--- src/clock_strap_pkg.sv ---
// Constants shared by the strap-decoding clock control block
package clock_strap_pkg;

   // ----------------------------------------
   // Register map (byte offsets)
   // ----------------------------------------
   localparam logic [11:0] OFFSET_STATUS = 12'h000;
   localparam logic [11:0] OFFSET_CTRL = 12'h004;

   // ----------------------------------------
   // Status and control field positions
   // ----------------------------------------
   localparam int POS_RATIO_CODE = 0;
   localparam int POS_RATIO_HALF = 4;
   localparam int POS_VCO_MULT = 8;
   localparam int POS_BYPASS = 12;
   localparam int POS_CLOCK_STOP = 13;
   localparam int POS_HYST_ON = 14;
   localparam int POS_CORE_CLOCK_OUTPUT_EN = 15;
   localparam int POS_FAST_OUT = 16;
   localparam int POS_VALID = 17;
   localparam int POS_MODE_HOLD = 0;

   // ----------------------------------------
   // Ratio strap codes
   // ----------------------------------------
   localparam logic [3:0] CODE_X8 = 4'h1;
   localparam logic [3:0] CODE_BYPASS = 4'h3;
   localparam logic [3:0] CODE_CLOCK_OFF = 4'hF;

   // Ratio in half steps (2 means 1:1, 14 means 7:1)
   localparam logic [3:0] HALF_1_TO_1 = 4'h2;
   localparam logic [3:0] HALF_MAX = 4'hE;
   localparam logic [3:0] HALF_NONE = 4'h0;
   localparam logic [3:0] VCO_X2 = 4'h2;
   localparam logic [3:0] VCO_X8 = 4'h8;

   // ----------------------------------------
   // Values after reset
   // ----------------------------------------
   localparam logic [3:0] RST_RATIO_CODE = 4'h0;
   localparam logic [1:0] RST_SAMPLE = 2'h3;
   localparam logic RST_MODE_HOLD = 1'b0;
   // Synchronised hard reset reads released, so reset alone starts no frame
   localparam logic [6:0] RST_PIN_SYNC = 7'h40;

   typedef enum logic [1:0] {WAIT_ASSERT, SAMPLE_LOW, DECODE} strap_state_type;

endpackage

--- src/clock_strap_select.sv ---
// Strap decoder for core clock ratio, PLL mode and I/O modes, with APB status
`timescale 1ns/1ps

// What this block does
// - Decode the four-bit ratio strap into a 1:1 to 7:1 ratio in half steps, except code 1111 which stops the core clock; VCO x2 except code 0001 at x8.
// - Code 0011 bypasses the PLL, clocks the core from the bus clock and runs the bus at 1:1.
// - Input-mode strap tied to supply gives hysteresis off and a driven clock output.
// - Input-mode strap tied to ground gives hysteresis on and a high impedance clock output.
// - Input-mode strap wired to hard reset gives hysteresis on and a driven clock output.
// - Input-mode strap wired to inverted hard reset gives hysteresis off and a floating clock output.
// - Output-mode strap at ground or on hard reset selects fast-output timing.
// - Output-mode strap at supply or on inverted hard reset keeps compatibility timing.
module clock_strap_select
   import clock_strap_pkg::*;
(
   input wire logic mclk,
   input wire logic resetn,
   input wire logic psel,
   input wire logic penable,
   input wire logic pwrite,
   input wire logic [11:0] paddr,
   input wire logic [31:0] pwdata,
   output logic [31:0] prdata,
   output logic pready,
   output logic pslverr,
   input wire logic [3:0] ratioStrap,
   input wire logic inputModeStrap,
   input wire logic outputModeStrap,
   input wire logic hardResetN,
   output logic [3:0] ratioHalf,
   output logic [3:0] vcoMultiplier,
   output logic pllEnable,
   output logic pllBypass,
   output logic busOneToOne,
   output logic coreClockStop,
   output logic hysteresisOn,
   output logic coreClockOutputEnable,
   output logic fastOutputMode,
   output logic configValid
);

   // ----------------------------------------
   // Pin synchronisers
   // ----------------------------------------
   logic [6:0] pinMeta;
   logic [6:0] pinSync;
   logic [3:0] ratioSync;
   logic inputSync;
   logic outputSync;
   logic hardResetSyncN;

   // Two flops on every strap pin and on hard reset
   always_ff @(posedge mclk or negedge resetn) begin
      if (!resetn) begin
         pinMeta <= RST_PIN_SYNC;
         pinSync <= RST_PIN_SYNC;
      end else begin
         pinMeta <= {hardResetN, outputModeStrap, inputModeStrap, ratioStrap};
         pinSync <= pinMeta;
      end
   end

   assign ratioSync = pinSync[3:0];
   assign inputSync = pinSync[4];
   assign outputSync = pinSync[5];
   assign hardResetSyncN = pinSync[6];

   // ----------------------------------------
   // Ratio decode
   // ----------------------------------------
   function automatic logic [3:0] halfRatioOf(input logic [3:0] code);
      case (code)
         4'h0: halfRatioOf = 4'h2;
         4'h1: halfRatioOf = 4'h2;
         4'hC: halfRatioOf = 4'h3;
         4'h4: halfRatioOf = 4'h4;
         4'h6: halfRatioOf = 4'h5;
         4'h8: halfRatioOf = 4'h6;
         4'hE: halfRatioOf = 4'h7;
         4'hA: halfRatioOf = 4'h8;
         4'h7: halfRatioOf = 4'h9;
         4'hB: halfRatioOf = 4'hA;
         4'h9: halfRatioOf = 4'hB;
         4'hD: halfRatioOf = 4'hC;
         4'h5: halfRatioOf = 4'hD;
         4'h2: halfRatioOf = 4'hE;
         4'h3: halfRatioOf = HALF_1_TO_1;
         default: halfRatioOf = HALF_NONE;
      endcase
   endfunction

   // ----------------------------------------
   // Strap capture state
   // ----------------------------------------
   strap_state_type state;
   strap_state_type next_state;
   logic [1:0] lowSample;
   logic [1:0] next_lowSample;
   logic [3:0] ratioCode;
   logic [3:0] next_ratioCode;
   logic [3:0] next_ratioHalf;
   logic [3:0] next_vcoMultiplier;
   logic next_pllEnable;
   logic next_pllBypass;
   logic next_busOneToOne;
   logic next_coreClockStop;
   logic next_hysteresisOn;
   logic next_coreClockOutputEnable;
   logic next_fastOutputMode;
   logic next_configValid;
   logic modeHold;
   logic next_modeHold;

   // Sample during reset, then decode at release
   always_comb begin
      next_state = state;
      next_lowSample = lowSample;
      next_ratioCode = ratioCode;
      next_ratioHalf = ratioHalf;
      next_vcoMultiplier = vcoMultiplier;
      next_pllEnable = pllEnable;
      next_pllBypass = pllBypass;
      next_busOneToOne = busOneToOne;
      next_coreClockStop = coreClockStop;
      next_hysteresisOn = hysteresisOn;
      next_coreClockOutputEnable = coreClockOutputEnable;
      next_fastOutputMode = fastOutputMode;
      next_configValid = configValid;
      case (state)
         WAIT_ASSERT: begin
            if (!hardResetSyncN && !modeHold) begin
               next_state = SAMPLE_LOW;
            end
         end
         SAMPLE_LOW: begin
            // Release edge already carries the after-release levels: keep the last low one
            if (!hardResetSyncN) begin
               next_lowSample = {outputSync, inputSync};
            end else begin
               next_state = DECODE;
            end
         end
         DECODE: begin
            // Low sample versus level now: reset-wired strap reads 0 then 1
            next_hysteresisOn = !lowSample[0];
            next_coreClockOutputEnable = inputSync;
            next_fastOutputMode = !lowSample[1];
            next_ratioCode = ratioSync;
            next_ratioHalf = halfRatioOf(ratioSync);
            next_vcoMultiplier = (ratioSync == CODE_X8) ? VCO_X8 : VCO_X2;
            next_pllBypass = (ratioSync == CODE_BYPASS);
            next_busOneToOne = (ratioSync == CODE_BYPASS);
            next_coreClockStop = (ratioSync == CODE_CLOCK_OFF);
            next_pllEnable = (ratioSync != CODE_BYPASS) && (ratioSync != CODE_CLOCK_OFF);
            next_configValid = 1'b1;
            next_state = WAIT_ASSERT;
         end
         default: begin
            next_state = WAIT_ASSERT;
         end
      endcase
   end

   // Register the capture state and decoded modes
   always_ff @(posedge mclk or negedge resetn) begin
      if (!resetn) begin
         // Wait for a real frame; reset flops are no strap samples
         state <= WAIT_ASSERT;
         lowSample <= RST_SAMPLE;
         ratioCode <= RST_RATIO_CODE;
         ratioHalf <= HALF_1_TO_1;
         vcoMultiplier <= VCO_X2;
         pllEnable <= 1'b1;
         pllBypass <= 1'b0;
         busOneToOne <= 1'b0;
         coreClockStop <= 1'b0;
         hysteresisOn <= 1'b0;
         coreClockOutputEnable <= 1'b1;
         fastOutputMode <= 1'b0;
         configValid <= 1'b0;
      end else begin
         state <= next_state;
         lowSample <= next_lowSample;
         ratioCode <= next_ratioCode;
         ratioHalf <= next_ratioHalf;
         vcoMultiplier <= next_vcoMultiplier;
         pllEnable <= next_pllEnable;
         pllBypass <= next_pllBypass;
         busOneToOne <= next_busOneToOne;
         coreClockStop <= next_coreClockStop;
         hysteresisOn <= next_hysteresisOn;
         coreClockOutputEnable <= next_coreClockOutputEnable;
         fastOutputMode <= next_fastOutputMode;
         configValid <= next_configValid;
      end
   end

   // ----------------------------------------
   // APB slave
   // ----------------------------------------
   logic [31:0] statusWord;
   logic [31:0] next_prdata;
   logic mapped;

   // Status word from the decoded state
   always_comb begin
      statusWord = 32'h0000_0000;
      statusWord[POS_RATIO_CODE +: 4] = ratioCode;
      statusWord[POS_RATIO_HALF +: 4] = ratioHalf;
      statusWord[POS_VCO_MULT +: 4] = vcoMultiplier;
      statusWord[POS_BYPASS] = pllBypass;
      statusWord[POS_CLOCK_STOP] = coreClockStop;
      statusWord[POS_HYST_ON] = hysteresisOn;
      statusWord[POS_CORE_CLOCK_OUTPUT_EN] = coreClockOutputEnable;
      statusWord[POS_FAST_OUT] = fastOutputMode;
      statusWord[POS_VALID] = configValid;
   end

   assign mapped = (paddr == OFFSET_STATUS) || (paddr == OFFSET_CTRL);
   assign pready = 1'b1; // Zero wait states
   assign pslverr = psel && penable && !mapped;

   // Read data latched in setup, hold bit written in access
   always_comb begin
      next_prdata = prdata;
      next_modeHold = modeHold;
      if (psel && !penable) begin
         if (paddr == OFFSET_STATUS) begin
            next_prdata = statusWord;
         end else if (paddr == OFFSET_CTRL) begin
            next_prdata = {31'h0000_0000, modeHold};
         end else begin
            next_prdata = 32'h0000_0000;
         end
      end
      if (psel && penable && pwrite && (paddr == OFFSET_CTRL)) begin
         next_modeHold = pwdata[POS_MODE_HOLD];
      end
   end

   // Register bus state
   always_ff @(posedge mclk or negedge resetn) begin
      if (!resetn) begin
         prdata <= 32'h0000_0000;
         modeHold <= RST_MODE_HOLD;
      end else begin
         prdata <= next_prdata;
         modeHold <= next_modeHold;
      end
   end
endmodule

--- config.mk ---
export PLATFORM = sky130hd
export DESIGN_NAME = clock_strap_select
export DESIGN_NICKNAME = d
export VERILOG_FILES = /design/src/clock_strap_pkg.sv /design/src/clock_strap_select.sv
export SDC_FILE = /design/constraint.sdc
export NUM_CORES = 1
export LEC_CHECK = 0
export ABC_AREA = 1
export ABC_CLOCK_PERIOD_IN_PS = 1560
export BUFFER_PORTS_ARGS = -buffer_cell sky130_fd_sc_hd__buf_2
export CAP_MARGIN = 10
export CORE_ASPECT_RATIO = 0.75
export CORE_UTILIZATION = 40
export DETAILED_ROUTE_END_ITERATION = 12
export PLACE_DENSITY_LB_ADDON = 0.05
export SETUP_SLACK_MARGIN = 0.1
export SLEW_MARGIN = 5
export SYNTH_ARGS = -nofsm -noshare
export SYNTH_HDL_FRONTEND = slang
export SYNTH_SLANG_ARGS = --single-unit
--- constraint.sdc ---
create_clock -name mclk -period 1.56 [get_ports mclk]
set_input_delay 0.312 -clock mclk [delete_from_list [all_inputs] [get_ports mclk]]
set_output_delay 0.312 -clock mclk [all_outputs]
set_load 0.05 [all_outputs]
* After elaboration in Yosys (flattened, before gate mapping) *
Memories as Yosys holds them, arrays and structs flattened. A register that Yosys moved wholly into a read port is not among the register bits.
Cells that the tools add are included.

word-level totals
  register bits = 66
  memory bits (read-only) = 64
  input bits = 56
  output and inout port bits = 50
  memories kept = 1

cells by class
  eq/ne operators = 10
  mux-type cells = 6
  bitwise operators = 1
  reduce and logical (&&, ||, !) cells = 19

memories
  memory            depth  width  rd ports  clocked after memory_dff  wr ports  line                      text
  (name not given)  16     4      1         1                         0         clock_strap_select.sv:72  case (code)

operators with widths
  cell                                                                     count
  32-bit two-way mux                                                       1
  12-bit by 3-bit equality test with 1-bit output (second input constant)  1
  12-bit logical NOT                                                       1
  1-bit logical AND                                                        7
  1-bit logical NOT                                                        7
  4-bit by 1-bit equality test with 1-bit output (second input constant)   1
  4-bit by 2-bit equality test with 1-bit output (second input constant)   1
  4-bit equality test (second input constant)                              1
  2-bit two-way mux                                                        2
  4-bit two-way mux                                                        1
  2-bit != test (second input constant)                                    2
  4-bit by 2-bit != test with 1-bit output (second input constant)         1
  4-bit != test (second input constant)                                    1
  2-bit one-hot mux with 2 select lines                                    1
  2-bit AND reduction                                                      2
  2-bit by 1-bit equality test with 1-bit output (second input constant)   1
  2-bit equality test (second input constant)                              1
  2-bit logical NOT                                                        1
  1-bit logical OR                                                         1
  1-bit two-way mux                                                        1
  1-bit NOT                                                                1

* Logic depth before layout (Yosys ltp) *
  depth after elaboration = 4
  depth in mapped cells = 8

* Least setup slack after synthesis *
OpenSTA, ideal clock, no wires.

  path type = input-to-output
  start = input paddr[3]
  end = output pslverr
  arrival = 1.446 ns
  setup slack = -0.198 ns
  cell stages on the path = 6
  cells stage by stage = nor2_1 > and2_4 > nand2_2 > buf_6 > nand2_1 > nor2_1

between the ends
  word-level cells in the longest chain between the ends = 4
  elaborated cells on any way between the ends = 5
  those cells by class = eq/ne: 1; reduce/logical: 4

RTL lines
  element                                                                                       line                       text
  start, declared                                                                               clock_strap_select.sv:21   input wire logic [11:0] paddr,
  12-bit by 3-bit equality test with 1-bit output / 12-bit logical NOT (equally long branches)  clock_strap_select.sv:219  assign mapped = (paddr == OFFSET_STATUS) || (paddr == OFFSET_CTRL);
  1-bit logical OR (*)                                                                          clock_strap_select.sv:219
  1-bit logical NOT (*)                                                                         clock_strap_select.sv:221  assign pslverr = psel && penable && !mapped;
  1-bit logical AND (*)                                                                         clock_strap_select.sv:221
  end, declared                                                                                 clock_strap_select.sv:25   output logic pslverr,

Mark *: on every way between the ends. The rest lies on a longest branch, timed or not.

* Final worst setup path *
  start = input paddr[1]
  end = output pslverr

Same word-level chain as after synthesis.

==> summary.md <==
| Metric | Value |
|---|---|
| #FFs+latches synth | 52 |
| CTS tree | yes |
| Setup crit end kind | output pin |
| Area Growth Syn to Fin | 18.4% |
| H-tree levels | 2 |
| First-pass GRT wire length | 6760 um |
| Final TNS setup | 0 ns |
| Hold Startpoint | hardResetN |
| Clock power share | 25.3% |
| NetSw | around 1.0 mW |
| Final Max Tran Viols | 0 |
| Skew-Pair Late Insertion Delay | about 0.3 ns |
| Syn Inst Count | 234 |
| Required @ worst endpoint | between 1 and 1.5 ns |
| Drt total wl | 4220 um |
| Placed cell count | about 360 |
| Antenna Nets Post-Route | 0 |
| Seq/Total Area, Yosys | a little under three fifths |
| Final setup vio count | 0 |
| Die Height | ~67 um |
| Commonest non-fill, non-tap cell in the layout | nand2_1 |
| Initial Util | between 40% and 50% |
| Tcrit/Tclk final | 90.5% |
| Vias in the first global route | about 1.4k |
| Yosys Warn Count | 0 |
| Crit path launch type | input port |
| Total power density per cell area | approximately 1100 mW/mm^2 |
| All-Layer GR Usage | 15.4% |
| Via density | ~4.4 |
| Total I/O pin count | 106 |
| Synth Area per Inst | about 10 sq um |
| Worst R2R Start | pinSync[0] |
| Setup Skew | ~0.0048 ns |
| Critical path type | input port to output pin |
| Post-DP HPWL | just over 3000 um |
| Ant. Diodes | 0 |
| Largest net degree at the start of global routing | 38 |
| Clock Path Buffers | 2 |
| Row cnt | 23 |
| CTS sink count | 52 |
| Gp weighted congestion | 0.796 |
| Most frequent cells in the layout | nand2_1, buf_2, dfrtp_1 |
| Layout cells sized above 1 | 35.4% |
| Core box area | approximately 0.0054 sq mm |
| Root buffer cell | clkbuf_8 |
| Part of the power in registers | a little over half |
| RSZ-0062 raised after global routing | yes |
| CP Data Arrival Time | between 1 and 1.5 ns |
| Die area | 0.00600 sq mm |
| Sw frac | around a third |
| Highest Clock Rate | between 700 and 800 MHz |
| Final hold vios | 0 |
| Non-Filler Instances | 369 |
| Layout Nets | between 300 and 400 |
| Worst hold path type | input port to flip-flop |
| Num CTS Buffers | 5 |
| Initial antenna violation count | 0 |
| Initial DRC Count | 85 |
| Min Hold Slack | ~0.10 ns |
| Max Cap Viol | 0 |
| Combinational power share | approximately 23% |
| Outcome | complete, no violations |
| Detailed-route via count | between 1.5k and 2k |
| LEAKAGE | between 1 and 1.5 nW |
| Post-Route Utilization | about 50% |
| DRT Pass-1 Iters | 4 |
| Hold depth | 1 |
| Internal Power | 2.02 mW |
| DRC viols | 0 |
| Clock slew at reported path FFs | roughly 0.090 ns |
| R2R depth | 4 |
| CP Launch Point | paddr[1] |
| Distinct cell type count after synthesis | 27 |
| Cell area after synthesis | roughly 0.0023 sq mm |
| Min cycle time layout | between 1 and 1.5 ns |
| Count of port buffers added during placement | 55 |
| Crit Path Max Fanout | 2 |
| Peak VDD IR | approximately 0.53 mV |
| Average wire per standard cell | 11.4 um |
| Grt ovf | 0 |
| Die W | between 80 and 90 um |
layout make-up:
class                      count  area, sq um
fill                         562         2720
sequential                    52         1310
multi-input combinational    158          791
timing repair buffer          62          357
tap                           75         93.8
clock buffer                   8         90.1
inverter                      14         52.6
per-stage QoR:
stage / worst slack (ns) / instance area, sq um / total power, mW
finish: 0.148 / 2700 / 3.04
global route: 0.0808 / 2700 / 3.19
CTS: 0.102 / 2660 / 3.08
detailed placement: 0.0707 / 2560 / 2.29
global placement: 0.0636 / 2560 / 2.29
floorplan: 0.149 / 2350 / 2.14
registers in the layout (all words and copies together), names as in the netlist:
name and flops:
vcoMultiplier 2, pinSync 7, coreClockOutputEnable 1, prdata 16, ratioCode 4, fastOutputMode 1, coreClockStop 1, hysteresisOn 1
state 2, modeHold 1, pllEnable 1, ratioHalf 4, pinMeta 7, busOneToOne 1, lowSample 2, configValid 1
power by group through the flow:
stage                     logic [mW]  registers [mW]  clock network (mW)
final                          0.684            1.59               0.767
after global routing           0.742            1.61               0.846
after global placement         0.672            1.61                   0
after detailed placement       0.677            1.62                   0
after floorplan                0.319            1.82                   0
after CTS                      0.681            1.59               0.804
kinds of logic after synthesis:
group,share of synthesized area [%]
mux,0.494
simple gates,17.7
compound gates,10.2
flops,57.6
buf+inv,11.5
fa+ha+maj,2.20
other cells,0.330
path summary, 6_finish.rpt:
check | end | slack, ns
worst max-delay path | pslverr | 0.15
worst min-delay path | pinMeta[6] | 0.1
worst max register to register | ratioHalf[3] | 0.27
worst min register to register | pinSync[4] | 0.35
max in group asynchronous | lowSample[1] | 0.51
min in group asynchronous | prdata[17] | 0.47
cell usage after synthesis:
cell / n / area (sq um)
a22o_1: 1 / 8.76
and2_4: 1 / 8.76
a211oi_1: 1 / 7.51
a21oi_1: 2 / 10.0
nor3_1: 1 / 5.00
nand3_1: 7 / 35.0
o21ai_0: 20 / 100
clkbuf_2: 1 / 5.00
nor2_4: 1 / 11.3
mux2_2: 1 / 11.3
dfrtp_1: 44 / 1100
nor2_2: 3 / 18.8
buf_2: 1 / 5.00
o21ai_2: 9 / 78.8
o221ai_2: 1 / 15.0
a31oi_1: 2 / 12.5
nand2_2: 1 / 6.26
ha_1: 4 / 50.1
nand2_1: 65 / 244
buf_4: 22 / 165
or2_2: 1 / 6.26
buf_6: 3 / 33.8
conb_1: 2 / 7.51
nor2_1: 18 / 67.6
dfstp_2: 8 / 210
inv_1: 10 / 37.5
inv_2: 4 / 15.0
per-layer routing:
layer / GRT usage [%] / wire (um) / part of all wire (%)
met3: 4.28 / 207 / 4.9
met1: 22.4 / 2160 / 51
met4: 5.36 / 44 / 1.0
met2: 21.9 / 1800 / 43
met5: 0 / 0 / 0
critical path, stage by stage:
cell     delay (ns)
buf_2          0.10
nor2_2         0.11
nand2_1        0.07
nor2_2         0.12
nand2_1        0.10
nand2_2        0.10
nor2_4         0.03
buf_6          0.14
repair_timing:
| action | in CTS | in global routing |
|---|---|---|
| endpoints found under the hold margin | 13 | 0 |
| hold buffers | 1 | 0 |
| pin swaps | 0 | 3 |
| gates resized for setup | 2 | 9 |
| buffers inserted | 0 | 1 |
| setup endpoints to repair | 1 | 4 |
Note: power is estimated with default switching activity, not from simulation.
